### src/spvp_fifo.sv
package spvp_pkg;
  // Serial framing
  localparam int CODE_W = 4;
  localparam int INSTR_W = 24;
  localparam int VIS_W = 16;
  localparam int BYTE_W = 8;
  localparam int EXEC_W = 16;
  localparam int EXEC_DEPTH = 16;
  localparam logic [3:0] CODE_INJECT = 4'h0;
  localparam logic [3:0] CODE_REG_OUT = 4'h1;
  localparam logic [3:0] REG_OUT_GAP = 4'h8;
  // Addresses
  localparam logic [23:0] APP_ID_ADDR = 24'h8005BE;
  localparam logic [23:0] EXEC_BASE = 24'h800000;
  localparam logic [15:0] VISI_ADDR = 16'h0784;
  // Arbitrary identifier value, not tied to any real executive
  localparam logic [15:0] APP_ID_DEFAULT = 16'h005A;
  // Injected instruction decoding
  localparam logic [3:0] OP_MOV_LIT = 4'h2;
  localparam logic [7:0] OP_TABLE_READ_LOW = 8'hBA;
  localparam logic [23:0] INSTR_MOV_TABLE_PAGE = 24'h880190;
  localparam logic [2:0] MODE_POSTINC = 3'h3;
  localparam logic [15:0] PTR_STEP = 16'h0002;
  // Executive command opcodes, upper nibble of a command word
  typedef enum logic [3:0] {
    CMD_SANITY_CHECK = 4'h0,
    CMD_READ_DEVICE_ID = 4'h1,
    CMD_READ_EEPROM = 4'h2,
    CMD_READ_CODE = 4'h3,
    CMD_WRITE_USER_ID = 4'h4,
    CMD_PROGRAM_EEPROM_WORD = 4'h5,
    CMD_PROGRAM_CODE_ROW = 4'h6,
    CMD_BLANK_QUERY = 4'h7,
    CMD_VERSION_QUERY = 4'h8
  } spvp_cmd_t;
  localparam logic [3:0] CMD_LAST = 4'h8;
  // Port states
  typedef enum logic [5:0] {
    ST_IDLE = 6'b000001,
    ST_CODE = 6'b000010,
    ST_INSTR = 6'b000100,
    ST_GAP = 6'b001000,
    ST_OUT = 6'b010000,
    ST_EXEC = 6'b100000
  } spvp_state_t;
endpackage

module spvp_fifo #(
  parameter int WIDTH = 16,
  parameter int DEPTH = 16
) (
  // Clock and reset
  input wire logic clock,
  input wire logic rst_n,
  // Fill side
  input wire logic in_valid,
  input wire logic [WIDTH-1:0] in_data,
  output logic in_ready,
  // Drain side
  output logic out_valid,
  output logic [WIDTH-1:0] out_data,
  input wire logic out_ready
);
  localparam int AW = $clog2(DEPTH);
  logic [WIDTH-1:0] mem [DEPTH];
  logic [AW-1:0] wr_ptr_r;
  logic [AW-1:0] rd_ptr_r;
  logic [AW:0] count_r;
  wire push = in_valid && in_ready;
  wire pop = out_valid && out_ready;

  assign in_ready = (count_r != (AW+1)'(DEPTH));
  assign out_valid = (count_r != '0);
  assign out_data = mem[rd_ptr_r];

  always_ff @(posedge clock) begin
    if (push) begin
      mem[wr_ptr_r] <= in_data;
    end
  end

  always_ff @(posedge clock) begin
    if (!rst_n) begin
      wr_ptr_r <= '0;
      rd_ptr_r <= '0;
      count_r <= '0;
    end else begin
      if (push) begin
        wr_ptr_r <= AW'((wr_ptr_r + 1'b1) % DEPTH);
      end
      if (pop) begin
        rd_ptr_r <= AW'((rd_ptr_r + 1'b1) % DEPTH);
      end
      count_r <= count_r + (AW+1)'(push) - (AW+1)'(pop);
    end
  end
endmodule

### src/spvp_port.sv
// Operation
// RULE_01 - Read-back leaves the device a byte at a time, low byte first, so two bytes form one word.
// RULE_02 - The programmer verifies code right after writing it when protection is being enabled.
// RULE_03 - With code-protect bits at 0 after a reset, read-back of protected memory returns nothing.
// RULE_04 - The application identifier word sits at 8005BEh in executive memory.
// RULE_05 - Injected instructions copy a location into the visibility register, register-out shifts it out.
// RULE_06 - The programmer checks the identifier before command-based programming.
// RULE_07 - Withdrawing the high level from the reset/programming pin leaves program mode.
// RULE_08 - The programmer waits the exit hold interval after the last clock or data edge.
// RULE_09 - The identifier sequence loads table page 0x80, pointer 0x5BE and the visibility pointer.
// RULE_10 - Code 0001 shifts the visibility register out, code 0000 injects the next 24-bit instruction.
// RULE_11 - Entering enhanced mode starts the resident executive.
// RULE_12 - The executive takes the nine listed command kinds.
// RULE_13 - The programmer treats data RAM as undefined after the executive ran.
// RULE_14 - The programmer follows the fixed erase, check, program and verify order.
// RULE_15 - The visibility register answers at data address 784h.
module spvp_port #(
  parameter logic [15:0] APP_ID = spvp_pkg::APP_ID_DEFAULT
) (
  // Clock and reset
  input wire logic clock,
  input wire logic rst_n,
  // Programming pins
  input wire logic reset_progvoltage_pin,
  input wire logic prog_clock_line,
  input wire logic prog_data_line_in,
  output logic prog_data_line_out,
  output logic prog_data_line_oe,
  // Mode and configuration
  input wire logic enhanced_mode,
  input wire logic [1:0] code_protect_bits,
  // Memory read port, data valid the cycle after the strobe
  output logic mem_rd_r,
  output logic [23:0] mem_addr_r,
  input wire logic [15:0] mem_rdata,
  // Executive side
  output logic exec_run_r,
  output logic exec_word_valid,
  output logic [15:0] exec_word,
  input wire logic exec_word_ready,
  output logic [3:0] exec_cmd_r,
  output logic exec_cmd_known_r
);
  // Pin synchronisers
  logic [1:0] vpp_sync_r;
  logic [2:0] clk_sync_r;
  logic [1:0] dat_sync_r;
  wire prog_mode = vpp_sync_r[1];
  wire clk_rise = clk_sync_r[1] && !clk_sync_r[2];
  wire dat_bit = dat_sync_r[1];

  spvp_pkg::spvp_state_t state_r, state_nxt;
  logic [23:0] shift_r;
  logic [4:0] bit_cnt_r;
  logic [15:0] vis_r;
  logic [15:0] out_sh_r;
  logic [15:0] w_r [16];
  logic [7:0] table_page_r;
  logic protect_r;
  logic cp_caught_r;
  logic [1:0] rd_pend_r;
  logic rd_app_r;
  logic rd_vis_r;
  logic rd_block_r;
  logic word_pend_r;
  logic [15:0] word_r;

  // Injected instruction decoding
  wire [23:0] instr = {dat_bit, shift_r[23:1]};
  wire is_mov_lit = (instr[23:20] == spvp_pkg::OP_MOV_LIT);
  wire is_mov_table_page = (instr == spvp_pkg::INSTR_MOV_TABLE_PAGE);
  wire is_table_read_low = (instr[23:16] == spvp_pkg::OP_TABLE_READ_LOW);
  wire [3:0] src_w = instr[3:0];
  wire [3:0] dst_w = instr[10:7];
  wire src_postinc = (instr[6:4] == spvp_pkg::MODE_POSTINC);
  wire [23:0] rd_addr = {table_page_r, w_r[src_w]};
  wire rd_is_app = (rd_addr == spvp_pkg::APP_ID_ADDR);
  wire rd_is_user = (rd_addr < spvp_pkg::EXEC_BASE);
  wire dst_is_vis = (w_r[dst_w] == spvp_pkg::VISI_ADDR);

  wire code_done = clk_rise && state_r == spvp_pkg::ST_CODE &&
                   bit_cnt_r == 5'(spvp_pkg::CODE_W - 1);
  wire instr_done = clk_rise && state_r == spvp_pkg::ST_INSTR &&
                    bit_cnt_r == 5'(spvp_pkg::INSTR_W - 1);
  wire gap_done = clk_rise && state_r == spvp_pkg::ST_GAP &&
                  bit_cnt_r == 5'(spvp_pkg::REG_OUT_GAP - 1);
  wire out_done = clk_rise && state_r == spvp_pkg::ST_OUT &&
                  bit_cnt_r == 5'(spvp_pkg::VIS_W - 1);
  wire exec_word_done = clk_rise && state_r == spvp_pkg::ST_EXEC &&
                        !word_pend_r &&
                        bit_cnt_r == 5'(spvp_pkg::EXEC_W - 1);
  wire [3:0] code_in = {dat_bit, shift_r[23:21]};
  wire word_ready;
  wire [15:0] rd_data = rd_app_r ? APP_ID :
                        (rd_block_r ? 16'h0000 : mem_rdata);

  always_comb begin
    state_nxt = state_r;
    case (state_r)
      spvp_pkg::ST_IDLE: begin
        if (prog_mode) begin
          state_nxt = enhanced_mode ? spvp_pkg::ST_EXEC
                                    : spvp_pkg::ST_CODE; // [RULE_11]
        end
      end
      spvp_pkg::ST_CODE: begin
        if (code_done) begin
          state_nxt = (code_in == spvp_pkg::CODE_REG_OUT) ?
                      spvp_pkg::ST_GAP : spvp_pkg::ST_INSTR; // [RULE_10]
        end
      end
      spvp_pkg::ST_INSTR: begin
        if (instr_done) begin
          state_nxt = spvp_pkg::ST_CODE;
        end
      end
      spvp_pkg::ST_GAP: begin
        if (gap_done) begin
          state_nxt = spvp_pkg::ST_OUT;
        end
      end
      spvp_pkg::ST_OUT: begin
        if (out_done) begin
          state_nxt = spvp_pkg::ST_CODE;
        end
      end
      spvp_pkg::ST_EXEC: state_nxt = spvp_pkg::ST_EXEC;
      default: state_nxt = spvp_pkg::ST_IDLE;
    endcase
    if (!prog_mode) begin
      state_nxt = spvp_pkg::ST_IDLE; // [RULE_07]
    end
  end

  always_ff @(posedge clock) begin
    if (!rst_n) begin
      vpp_sync_r <= '0;
      clk_sync_r <= '0;
      dat_sync_r <= '0;
    end else begin
      vpp_sync_r <= {vpp_sync_r[0], reset_progvoltage_pin};
      clk_sync_r <= {clk_sync_r[1:0], prog_clock_line};
      dat_sync_r <= {dat_sync_r[0], prog_data_line_in};
    end
  end

  // Protection is caught once, in the first cycle after reset release
  always_ff @(posedge clock) begin
    if (!rst_n) begin
      protect_r <= 1'b0;
      cp_caught_r <= 1'b0;
    end else if (!cp_caught_r) begin
      protect_r <= (code_protect_bits != 2'h3); // [RULE_03]
      cp_caught_r <= 1'b1;
    end
  end

  // Serial shifting, LSB first, sampled on the rising clock edge
  always_ff @(posedge clock) begin
    if (!rst_n || state_nxt != state_r) begin
      bit_cnt_r <= '0;
    end else if (clk_rise && !(state_r == spvp_pkg::ST_EXEC &&
                              word_pend_r)) begin
      bit_cnt_r <= exec_word_done ? 5'h00 : bit_cnt_r + 5'h01;
    end
  end

  always_ff @(posedge clock) begin
    if (!rst_n) begin
      shift_r <= '0;
    end else if (clk_rise) begin
      shift_r <= {dat_bit, shift_r[23:1]};
    end
  end

  always_ff @(posedge clock) begin
    if (!rst_n) begin
      state_r <= spvp_pkg::ST_IDLE;
    end else begin
      state_r <= state_nxt;
    end
  end

  // Injected instruction execution
  always_ff @(posedge clock) begin
    if (!rst_n) begin
      table_page_r <= '0;
      for (int i = 0; i < 16; i++) begin
        w_r[i] <= '0;
      end
    end else if (instr_done) begin
      if (is_mov_lit) begin
        w_r[instr[3:0]] <= instr[19:4]; // [RULE_09]
      end else if (is_mov_table_page) begin
        table_page_r <= w_r[0][7:0]; // [RULE_09]
      end else if (is_table_read_low && src_postinc) begin
        w_r[src_w] <= w_r[src_w] + spvp_pkg::PTR_STEP;
      end
    end
  end

  // Table read: identifier is internal, protected user reads give zero, the rest goes to memory
  always_ff @(posedge clock) begin
    if (!rst_n) begin
      mem_rd_r <= 1'b0;
      mem_addr_r <= '0;
      rd_pend_r <= '0;
      rd_app_r <= 1'b0;
      rd_vis_r <= 1'b0;
      rd_block_r <= 1'b0;
    end else begin
      mem_rd_r <= instr_done && is_table_read_low && !rd_is_app &&
                  !(protect_r && rd_is_user);
      rd_pend_r <= {rd_pend_r[0], instr_done && is_table_read_low};
      if (instr_done && is_table_read_low) begin
        mem_addr_r <= rd_addr;
        rd_app_r <= rd_is_app; // [RULE_04]
        rd_vis_r <= dst_is_vis; // [RULE_15]
        rd_block_r <= protect_r && rd_is_user; // [RULE_03]
      end
    end
  end

  always_ff @(posedge clock) begin
    if (!rst_n) begin
      vis_r <= '0;
    end else if (rd_pend_r[1] && rd_vis_r) begin
      vis_r <= rd_data; // [RULE_05]
    end
  end

  // Register-out: low byte then high byte, changed on rising edges
  always_ff @(posedge clock) begin
    if (!rst_n) begin
      out_sh_r <= '0;
      prog_data_line_out <= 1'b0;
      prog_data_line_oe <= 1'b0;
    end else if (gap_done) begin
      out_sh_r <= {1'b0, vis_r[15:1]}; // [RULE_01]
      prog_data_line_out <= vis_r[0];
      prog_data_line_oe <= 1'b1; // [RULE_10]
    end else if (out_done || state_r != spvp_pkg::ST_OUT) begin
      prog_data_line_oe <= 1'b0;
      prog_data_line_out <= 1'b0;
    end else if (clk_rise) begin
      out_sh_r <= {1'b0, out_sh_r[15:1]};
      prog_data_line_out <= out_sh_r[0];
    end
  end

  // Enhanced mode: incoming words queue for the executive
  always_ff @(posedge clock) begin
    if (!rst_n) begin
      exec_run_r <= 1'b0;
      word_pend_r <= 1'b0;
      word_r <= '0;
    end else begin
      exec_run_r <= (state_r == spvp_pkg::ST_EXEC); // [RULE_11]
      if (exec_word_done) begin
        word_pend_r <= 1'b1;
        word_r <= {dat_bit, shift_r[23:9]};
      end else if (word_ready || state_r != spvp_pkg::ST_EXEC) begin
        word_pend_r <= 1'b0;
      end
    end
  end

  spvp_fifo #(
    .WIDTH(spvp_pkg::EXEC_W),
    .DEPTH(spvp_pkg::EXEC_DEPTH)
  ) u_fifo (
    .clock(clock),
    .rst_n(rst_n),
    .in_valid(word_pend_r),
    .in_data(word_r),
    .in_ready(word_ready),
    .out_valid(exec_word_valid),
    .out_data(exec_word),
    .out_ready(exec_word_ready)
  );

  // Opcode of the word taken last by the executive
  always_ff @(posedge clock) begin
    if (!rst_n) begin
      exec_cmd_r <= '0;
      exec_cmd_known_r <= 1'b0;
    end else if (exec_word_valid && exec_word_ready) begin
      exec_cmd_r <= exec_word[15:12];
      exec_cmd_known_r <= (exec_word[15:12] <= spvp_pkg::CMD_LAST); // [RULE_12]
    end
  end
endmodule

### config.mk
export PLATFORM = sky130hd
export DESIGN_NAME = spvp_port
export DESIGN_NICKNAME = d
export VERILOG_FILES = /design/src/spvp_fifo.sv /design/src/spvp_port.sv
export SDC_FILE = /design/constraint.sdc
export NUM_CORES = 1
export LEC_CHECK = 0
export ABC_AREA = 1
export BUFFER_PORTS_ARGS = -buffer_cell sky130_fd_sc_hd__clkbuf_2
export CORE_ASPECT_RATIO = 2
export CORE_MARGIN = 4
export CORE_UTILIZATION = 45
export DETAILED_ROUTE_END_ITERATION = 10
export GPL_ROUTABILITY_DRIVEN = 0
export PLACE_DENSITY = 0.7
export SYNTH_ARGS = -nofsm -noshare
export SYNTH_HDL_FRONTEND = slang
export SYNTH_SLANG_ARGS = --single-unit
export TNS_END_PERCENT = 50
### constraint.sdc
create_clock -name clock -period 5.3 [get_ports clock]
set_input_delay 0.265 -clock clock [delete_from_list [all_inputs] [get_ports clock]]
set_output_delay 0.265 -clock clock [all_outputs]
set_load 0.05 [all_outputs]
==> impl_metrics.ini, run 1 <==
[setup_path]
crit_family = simple AND/OR/NAND/NOR gates
critPathSlowestCell = o21ai_2
cp-end-kind = register
crit_type = reg2reg
cp_num_buf_inv = 2
critPathMaxStageDelay_ps = 820
critPathRequiredTime_ps = 5630
startpoint_type = register
path_max_fanout = 51
path_cells = inv_2 -> buf_4 -> nand2_1 -> nand3_1 -> nand3_1 -> nand3_1 -> nand2_1 -> ha_1 -> nand2_1 -> nor2_2 -> xor2_1 -> o21ai_2 -> nor2_1
crit_arrival_ps = 4130

[pwr]
p_int_uw = 8346
p_total_uw = 11680
power.density_mw_per_mm2 = 348.0
p_sw_frac = 0.2857
seqPwrFrac = 0.513
leakage_uw = 0.01165
vdd_drop_max_mv = 0.3237
switchingPower_uw = 3339
combPwrFrac = 0.143
clkPwrFrac = 0.344

[logic_synthesis]
yosys_warnings = 0
synth-simple-area-share = 0.1941
synth.largest_area_cell = edfxtp_1
ys_top_cells_by_area = edfxtp_1 50%, dfxtp_1 11%, nor2_1 6.5%
synth-edff-count = 512
synth_area_mm2 = 0.03055
synth_fa_ha_area_frac = 0.005979
synth_seq_area_share = 0.6094
synth_compound_area_frac = 0.1064
synthArstFlopShare = 0
synth_flop_cell = edfxtp_1
synth_top_family_by_area = simple AND/OR/NAND/NOR gates
synthXorXnorAreaFrac = 0.001720
synth_fp_nets = 3188
synth_cells = 3149
synth_top_area_frac = 0.5033
synth.area.mux_share = 0.01409
yosysUniqueCellTypes = 54
ys_ff_latch = 674
postSynthAreaPerCell_um2 = 9.702

[clocking]
cts-root-buf = clkbuf_16
cts_max_level = 2
cts_buffer_depth = 3
post_cts_buffers = 0
clock_sinks = 674
clkTransAtPathRegs_ps = 70
numCtsBuffers = 55
insertion_delay_ps = 630
cts_tree = yes

[sta]
finalHoldViolations = 0
fin_tns_setup_ps = 0
fin_crit_sh = 0.7171
period_needed_ps = 3801
relSlewSlack = 0.1093
worst_slew_pin_slew_ps = 1336
rsz0062_at_grt = no
finalClockSkew_ps = 58.30
maxSlewViolCount = 0
setup-violations-final = 0
fmax_mhz = 263.1
fin_hold_ws_ps = 124.0

[flow_run]
drv_cap = 0

[routing]
vias_per_cell = 5.658
wirelength_um = 87340
wl_per_cell_um = 21.34
num_vias = 23152
drtIter0Drc = 2378
firstDrtPassIters = 6
drcViolationCount = 0
antenna_left = 0

[global_routing]
grtUsageTotal = 0.2380
grt-ovfl-total = 0
antenna_found_initial = 0
grt_start_max_net_pins = 92
grt_pass1_wl_um = 131600
grt_pass1_vias = 22721

[die]
die_w_um = 192.2
fp.dieArea_mm2 = 0.07237
die_height_um = 376.5
initial_core_util = 0.4555
ioPinCount = 75
core_area_mm2 = 0.06706
rows = 134

[layout]
layout-drive-gt1-share = 0.09510
final_common_cell = nor2_1
syn_to_final_growth_pct = 9.891
final_util = 0.5006
seq_area_mm2 = 0.01864
fin_cells = 4092
layout_common_cells = 513 x nor2_1, 512 x edfxtp_1, 440 x nand2_1
nFillCells = 6054
multiInputGateArea_mm2 = 0.009894
layout.nets = 3200

[placed_design]
portBuffers = 74
dp_hpwl_um = 58170
dp.cells = 3966

[run_status]
status = finished clean

[min_path]
hold_path.class = in2reg
## path summary, 6_finish.rpt
path	from	endpoint	slack, ps	cells past startpoint
hold / removal	exec_word_ready	register	120	3
setup reg to reg	register	w_r[4][5]$_SDFFCE_PN0P_	1500	13
hold reg to reg	clk_sync_r[0]$_SDFF_PN0_	clk_sync_r[1]$_SDFF_PN0_	410	2
setup / recovery	register	w_r[4][5]$_SDFFCE_PN0P_	1500	13
## area by class of cell
class                           count  area share
Antenna cell                        1  0.00007454
Clock buffer                       72     0.04569
Clock inverter                     31    0.006559
Inverter                          308     0.03451
Multi-Input combinational cell   1974      0.2947
Sequential cell                   674      0.5551
Tap cell                          884     0.03295
Timing Repair Buffer              148     0.03041
## worst register-to-register path, cell delays in order, from the launching register on
cell and delay [ps]:
dfxtp_4 740, inv_2 80, buf_4 290, nand2_1 160
nand3_1 70, nand3_1 320, nand3_1 120, nand2_1 140
ha_1 180, nand2_1 110, nor2_2 240, xor2_1 120
o21ai_2 820, nor2_1 90
## cell usage after synthesis (all sizes together), types with 2 or more instances
master	instances
or2	21
o221ai	43
a21oi	134
nand3b	2
nor2	540
clkinv	3
o32ai	18
a31oi	15
mux2i	43
o2111ai	2
o211ai	61
a211oi	6
clkbuf	113
o31ai	9
nor4b	2
nand4	33
buf	80
xor2	6
nor3b	2
dfxtp	162
ha	13
inv	305
nor4	5
o22ai	4
edfxtp	512
o21ai	256
nand3	284
nor3	23
nand2	446
## logic make-up after synthesis
| logic type | Yosys count |
|---|---|
| buffers and inverters | 501 |
| AND/OR/NAND/NOR | 1360 |
| adder cells (fa/ha/maj) | 14 |
| AO/OA/AOI/OAI | 551 |
| multiplexers | 43 |
| XOR/XNOR | 6 |
| flip-flops | 674 |
## power by group through the flow
stage	Sequential (uW)	Combinational [uW]	Clock [uW]
CTS	5990	1660	4060
detailed placement	6110	1640	0
floorplan	6000	1220	0
global placement	6100	1620	0
global route	6020	1820	4270
finish	6000	1670	4010
## timing repair
item | 4_1_cts | 5_1_grt
resized for setup | 0 | 0
hold buffers | 22 | 0
endpoints found under the hold margin | 21 | 0
## metal layers
metal	share of wire	track usage	vias up
met5	0	0	-
met4	0.088	0.1740	0
met3	0.061	0.03503	334
met2	0.51	0.4214	922
met1	0.34	0.2534	11088
li1	-	-	10808
## metrics by stage
step / cell area, um2 / setup WS, ps
after floorplan: 30550 / 2184
after global routing: 33570 / 1343
final: 33570 / 1499
after global placement: 31600 / 1717
after detailed placement: 31600 / 1684
after CTS: 33570 / 1515
## sequential cells by signal, indices dropped and copies added, names as in the netlist, 2 cells and up, named ones only
signal,cells
u_fifo.mem,256
w_r,256
mem_addr_r,24
shift_r,23
vis_r,16
word_r,16
out_sh_r,15
table_page_r,8
state_r,6
bit_cnt_r,5
u_fifo.count_r,5
exec_cmd_r,4
u_fifo.rd_ptr_r,4
u_fifo.wr_ptr_r,4
clk_sync_r,3
dat_sync_r,2
rd_pend_r,2
vpp_sync_r,2
Note: power is estimated with default switching activity, not from simulation.
==> run 2, diff against run 1 <==
--- a/config.mk
+++ b/config.mk
@@ -5,14 +5,14 @@
 export SDC_FILE = /design/constraint.sdc
 export NUM_CORES = 1
 export LEC_CHECK = 0
-export ABC_AREA = 1
+export ABC_AREA = 0
 export BUFFER_PORTS_ARGS = -buffer_cell sky130_fd_sc_hd__clkbuf_2
 export CORE_ASPECT_RATIO = 2
 export CORE_MARGIN = 4
 export CORE_UTILIZATION = 45
 export DETAILED_ROUTE_END_ITERATION = 10
 export GPL_ROUTABILITY_DRIVEN = 0
-export PLACE_DENSITY = 0.7
+export PLACE_DENSITY = 0.72
 export SYNTH_ARGS = -nofsm -noshare
 export SYNTH_HDL_FRONTEND = slang
 export SYNTH_SLANG_ARGS = --single-unit
==> constraint.sdc (replaced) <==
create_clock -name clock -period 3.11 [get_ports clock]
set_input_delay 0.1555 -clock clock [delete_from_list [all_inputs] [get_ports clock]]
set_output_delay 0.1555 -clock clock [all_outputs]
set_load 0.05 [all_outputs]
==> impl_metrics.ini, run 2 <==
[run_status]
status = complete, but fails checks
violations = negative setup slack

[global_routing]
grtUsageTotal = 0.2540
met2_usage = 0.4577
grt_pass1_vias = 20441
grt-busiest-layer = met2
grt-ovfl-total = 0
antenna_found_initial = 1
grtUsageMet3 = 0.04004
grt_pass1_wl_um = 130500
grt_start_max_net_pins = 69
use_met1 = 0.2543

[logic_synthesis]
synth_seq_area_share = 0.6453
synth_top_family_by_area = multiplexers
synthXorXnorAreaFrac = 0.004857
synth.area.mux_share = 0.1254
synth_fp_nets = 2138
yosysMostFrequentCell = edfxtp_1
synth_area_mm2 = 0.02885
yosysUniqueCellTypes = 84
synth.largest_area_cell = edfxtp_1
synth_top_area_frac = 0.5329
postSynthAreaPerCell_um2 = 13.75
synth_flop_cell = edfxtp_1
ys_top_cells_by_area = edfxtp_1 53%, dfxtp_1 11%, mux4_2 9.6%
ys_ff_latch = 674
synth-edff-count = 512
yosys_warnings = 0
ys_top_cells_by_count = 512 x edfxtp_1, 293 x nor2_1, 217 x nand2_1
synth_cells = 2099
synth_compound_area_frac = 0.06839
synthArstFlopShare = 0
synth_fa_ha_area_frac = 0.006332
synth-simple-area-share = 0.1216

[placed_design]
dpl_cell_area_mm2 = 0.03142
portBuffers = 74
dp_hpwl_um = 63950

[clocking]
cts-root-buf = clkbuf_16
clkTransAtPathRegs_ps = 70
insertion_delay_ps = 640
cts_max_level = 2
cts_buffer_depth = 3
numCtsBuffers = 57
cts_tree = yes
clock_sinks = 674

[routing]
antenna_left = 0
firstDrtPassIters = 6
drcViolationCount = 0
vias_per_cell = 6.378
wirelength_um = 89490
drtIter0Drc = 2643
num_vias = 20231
wl_per_cell_um = 28.21

[sta]
fin_ws_ps = -42.61
fmax_mhz = 317.2
maxSlewViolCount = 0
relSlewSlack = 0.3759
finalHoldViolations = 0
finalClockSkew_ps = 35.60
fin_crit_sh = 1.014
fin_hold_ws_ps = 114.9
period_needed_ps = 3153
worst_slew_pin_slew_ps = 934.9
setup-violations-final = 10
rsz0062_at_grt = yes

[layout]
top_regs = u_fifo.mem: 256 flops, w_r: 256 flops, mem_addr_r: 24 flops
layout_common_cells = 512 x edfxtp_1, 283 x nor2_1, 216 x nand2_1
layout-drive-gt1-share = 0.2512
layout.nets = 2364
final_util = 0.5368
syn_to_final_growth_pct = 18.31
final_cell_area_mm2 = 0.03414
final_common_cell = edfxtp_1

[setup_path]
startpoint_type = register
critPathRequiredTime_ps = 3590
path_max_fanout = 9
crit_arrival_ps = 3630
cp-end-kind = register
crit_type = reg2reg

[die]
initial_core_util = 0.4537
rows = 131
core_area_mm2 = 0.06360
fp.dieArea_mm2 = 0.06848
die_w_um = 187.0
die_height_um = 366.1
ioPinCount = 75

[pwr]
leakage_uw = 0.01094
p_total_uw = 20240
vdd_drop_max_mv = 0.4450
power.density_mw_per_mm2 = 593.0

[min_path]
hold_path.class = in2reg

[flow_run]
drv_cap = 0
## run 2: layout make-up
cell class | count | area (um2)
antenna | 1 | 2.502
clock buffer | 71 | 1585
clock inverter | 36 | 376.6
fill | 5079 | 29460
inverter | 26 | 100.1
multi-input combinational | 1257 | 9816
sequential | 674 | 18630
tap | 798 | 998.5
timing repair buffer | 309 | 2629
## run 2: logic make-up after synthesis
kind of cell,count (synthesis)
AO/OA/AOI/OAI,298
XOR/XNOR,16
adder cells (fa/ha/maj),14
buffers and inverters,169
flip-flops,674
multiplexers,178
AND/OR/NAND/NOR,750
## run 2: critical path: stages (launching register included)
cell,delay (ps)
dfxtp_4,350
buf_12,150
buf_8,140
mux4_2,440
nand3_4,140
nand3_4,150
ha_4,150
inv_2,30
a31o_4,210
nand4b_1,270
or4_4,500
a31o_4,310
nor2_1,130
## run 2: report_power, final
group	total, uW	leakage (uW)	switching, uW	internal, uW
sequential	10200	0.00611	298	9850
clock	7460	0.000950	3320	4140
combinational	2630	0.00388	1390	1240
## run 2: worst paths after layout
kind,from,end,slack [ps],cells past startpoint
hold reg to reg,rd_pend_r[0]$_SDFF_PN0_,rd_pend_r[1]$_SDFF_PN0_,430,1
setup / recovery,register,w_r[13][9]$_SDFFCE_PN0P_,-40,12
hold / removal,exec_word_ready,exec_cmd_known_r$_SDFFE_PN0P_,110,4
setup reg to reg,register,w_r[13][9]$_SDFFCE_PN0P_,-40,12
## run 2: timing repair
action                     CTS  global route
hold buffers                23             0
setup endpoints to repair  196           214
buffers inserted             5             9
gates cloned                 0             2
hold endpoints to repair    23             0
resized for setup           14            68
pin swaps                    3             4
## run 2: through the flow
stage               worst slack [ps]  cells  setup TNS [ps]
CTS                           -1.601   3160          -2.767
global route                  -70.34   3171           -1411
floorplan                     -106.4   2099           -3118
global placement              -315.1   3025          -10710
detailed placement            -322.4   3025          -17620
finish                        -42.61   3172          -140.1
## run 2: metal layers
| metal | up-vias | share of wire |
|---|---|---|
| li1 | 8523 | - |
| met1 | 9869 | 0.30 |
| met2 | 1356 | 0.52 |
| met3 | 483 | 0.073 |
| met4 | 0 | 0.11 |
| met5 | - | 0 |
==> run 3, diff against run 2 <==
--- a/config.mk
+++ b/config.mk
@@ -7,12 +7,14 @@
 export LEC_CHECK = 0
 export ABC_AREA = 0
 export BUFFER_PORTS_ARGS = -buffer_cell sky130_fd_sc_hd__clkbuf_2
+export CELL_PAD_IN_SITES_DETAIL_PLACEMENT = 1
+export CELL_PAD_IN_SITES_GLOBAL_PLACEMENT = 1
 export CORE_ASPECT_RATIO = 2
 export CORE_MARGIN = 4
 export CORE_UTILIZATION = 45
 export DETAILED_ROUTE_END_ITERATION = 10
 export GPL_ROUTABILITY_DRIVEN = 0
-export PLACE_DENSITY = 0.72
+export PLACE_DENSITY = 0.82
 export SYNTH_ARGS = -nofsm -noshare
 export SYNTH_HDL_FRONTEND = slang
 export SYNTH_SLANG_ARGS = --single-unit
==> impl_metrics.ini, run 3 (synthesis results as in run 2) <==
[layout]
layout_common_cells = 512 x edfxtp_1, 281 x nor2_1, 215 x nand2_1
final_cell_area_mm2 = 0.03444
final_common_cell = edfxtp_1
layout.nets = 2381
layout-drive-gt1-share = 0.2597
top_regs = u_fifo.mem: 256 flops, w_r: 256 flops, mem_addr_r: 24 flops
syn_to_final_growth_pct = 19.36

[pwr]
p_int_uw = 15310
switchingPower_uw = 5179
power.density_mw_per_mm2 = 595.0
clkPwrFrac = 0.374
vdd_drop_max_mv = 0.4358
combPwrFrac = 0.130
p_sw_frac = 0.2527
leakage_uw = 0.01109
p_total_uw = 20490
seqPwrFrac = 0.496

[clocking]
insertion_delay_ps = 660
cts_buffer_depth = 3
clock_sinks = 674
cts_max_level = 2
cts-root-buf = clkbuf_16
cts_tree = yes
numCtsBuffers = 58
clkTransAtPathRegs_ps = 80

[routing]
wirelength_um = 108600
antenna_left = 0
wl_per_cell_um = 34.03
drtIter0Drc = 2475
vias_per_cell = 6.639
num_vias = 21191
drcViolationCount = 0
firstDrtPassIters = 7

[placed_design]
dp_hpwl_um = 72800
dpl_worst_slack_ps = -243.0
dpl_cell_area_mm2 = 0.03152
portBuffers = 74

[die]
core_area_mm2 = 0.06360
rows = 131
die_w_um = 187.0
initial_core_util = 0.4537
ioPinCount = 75
die_height_um = 366.1
fp.dieArea_mm2 = 0.06848

[setup_path]
rrSetupSlack_ps = -470
path_common_cell = buf_12
path_cells = buf_12 -> buf_12 -> buf_6 -> mux4_1 -> mux2i_2 -> mux2i_1 -> or4b_4 -> buf_12 -> a311oi_1
startpoint_type = register
crit_type = reg2reg
cp-end-kind = register
reg2reg_depth = 9
critPathMaxStageDelay_ps = 650
path_max_fanout = 9
crit_arrival_ps = 3980
critPathRequiredTime_ps = 3510
critPathSlowestCell = or4b_4
worstReg2RegEnd = w_r[4][13]$_SDFFCE_PN0P_

[run_status]
status = complete, but fails checks
violations = negative setup slack

[sta]
maxSlewViolCount = 0
relSlewSlack = 0.3561
finalHoldViolations = 0
rsz0062_at_grt = yes
worst_slew_pin_slew_ps = 955.8
fin_tns_setup_ps = -25250
fin_crit_sh = 1.151
fin_ws_ps = -470.5
fmax_mhz = 279.3
finalClockSkew_ps = 56.71
setup-violations-final = 146
period_needed_ps = 3580

[min_path]
hp-start = rst_n
min_to = state_r[0]$_SDFF_PN1_
hold_path.class = in2reg
min_path_cells = 3

[flow_run]
drv_cap = 0

[global_routing]
grt_pass1_vias = 22171
grtUsageTotal = 0.2999
grt_start_max_net_pins = 50
antenna_found_initial = 6
grt_pass1_wl_um = 150700
grt-ovfl-total = 0
[run 3: cell count changes in the layout (fill, tap and decap cells not counted), sizes merged]
cell         previous run  this run
bufinv                  6         9
clkinv                 20        24
buf                   220       227
inv                    30        28
diode                   1         3
dlygate4sd3            23        22
clkbuf                137       144
[run 3: critical path: cells and delay by family, from the launching register on]
kind	cells	cell delay, ps
flops	1	360
mux	3	1280
buf+inv	4	640
simple gates	1	650
compound gates	1	390
[run 3: how the worst max path moves through the flow]
stage | slack (ps) | startpoint | to
2_1_floorplan | -110 | register | w_r[0][7]$_SDFFCE_PN0P_
3_5_place_dp | -240 | register | w_r[5][13]$_SDFFCE_PN0P_
6_report | -470 | register | w_r[4][13]$_SDFFCE_PN0P_
4_1_cts | -30 | register | w_r[5][13]$_SDFFCE_PN0P_
3_3_place_gp | -50 | register | w_r[15][0]$_SDFFCE_PN0P_
5_1_grt | -330 | register | w_r[4][13]$_SDFFCE_PN0P_
[run 3: metrics by stage]
stage	std cells	hold WS, ps	utilization
CTS	3169	61.93	0.5335
global placement	3030	364.9	0.4956
finish	3192	94.12	0.5415
floorplan	2099	183.2	-
global route	3190	61.37	0.5414
detailed placement	3030	369.4	0.4956
[run 3: layout make-up]
type                       count  area [um2]
clock inverter                41       465.4
multi-input combinational   1257        9873
clock buffer                  68        1520
fill                        6206       29160
inverter                      26       100.1
sequential                   674       18630
antenna                        3       7.507
tap                          798       998.5
timing repair buffer         325        2843
[run 3: what timing repair did]
item	4_1_cts	5_1_grt
hold endpoints to repair	22	0
gates cloned	0	4
hold buffers	22	0
setup endpoints to repair	146	255
gates resized for setup	26	69
buffers inserted	8	18
pin swaps	4	18
[run 3: layer usage]
metal	global-route usage	vias up	wire length, um	part of all wire
met4	0.2519	2	12780	0.12
met3	0.06235	644	8634	0.079
li1	-	8532	-	-
met2	0.5415	1368	55290	0.51
met5	0.0007257	-	10	0.000092
met1	0.2875	10645	31910	0.29
[run 3: power groups by stage]
stage          Combinational (uW)  Clock (uW)  Sequential (uW)
2_1_floorplan                1830           0            10200
3_5_place_dp                 2530           0            10400
6_report                     2660        7670            10200
4_1_cts                      2630        7750            10100
3_3_place_gp                 2430           0            10300
5_1_grt                      2810        8150            10200
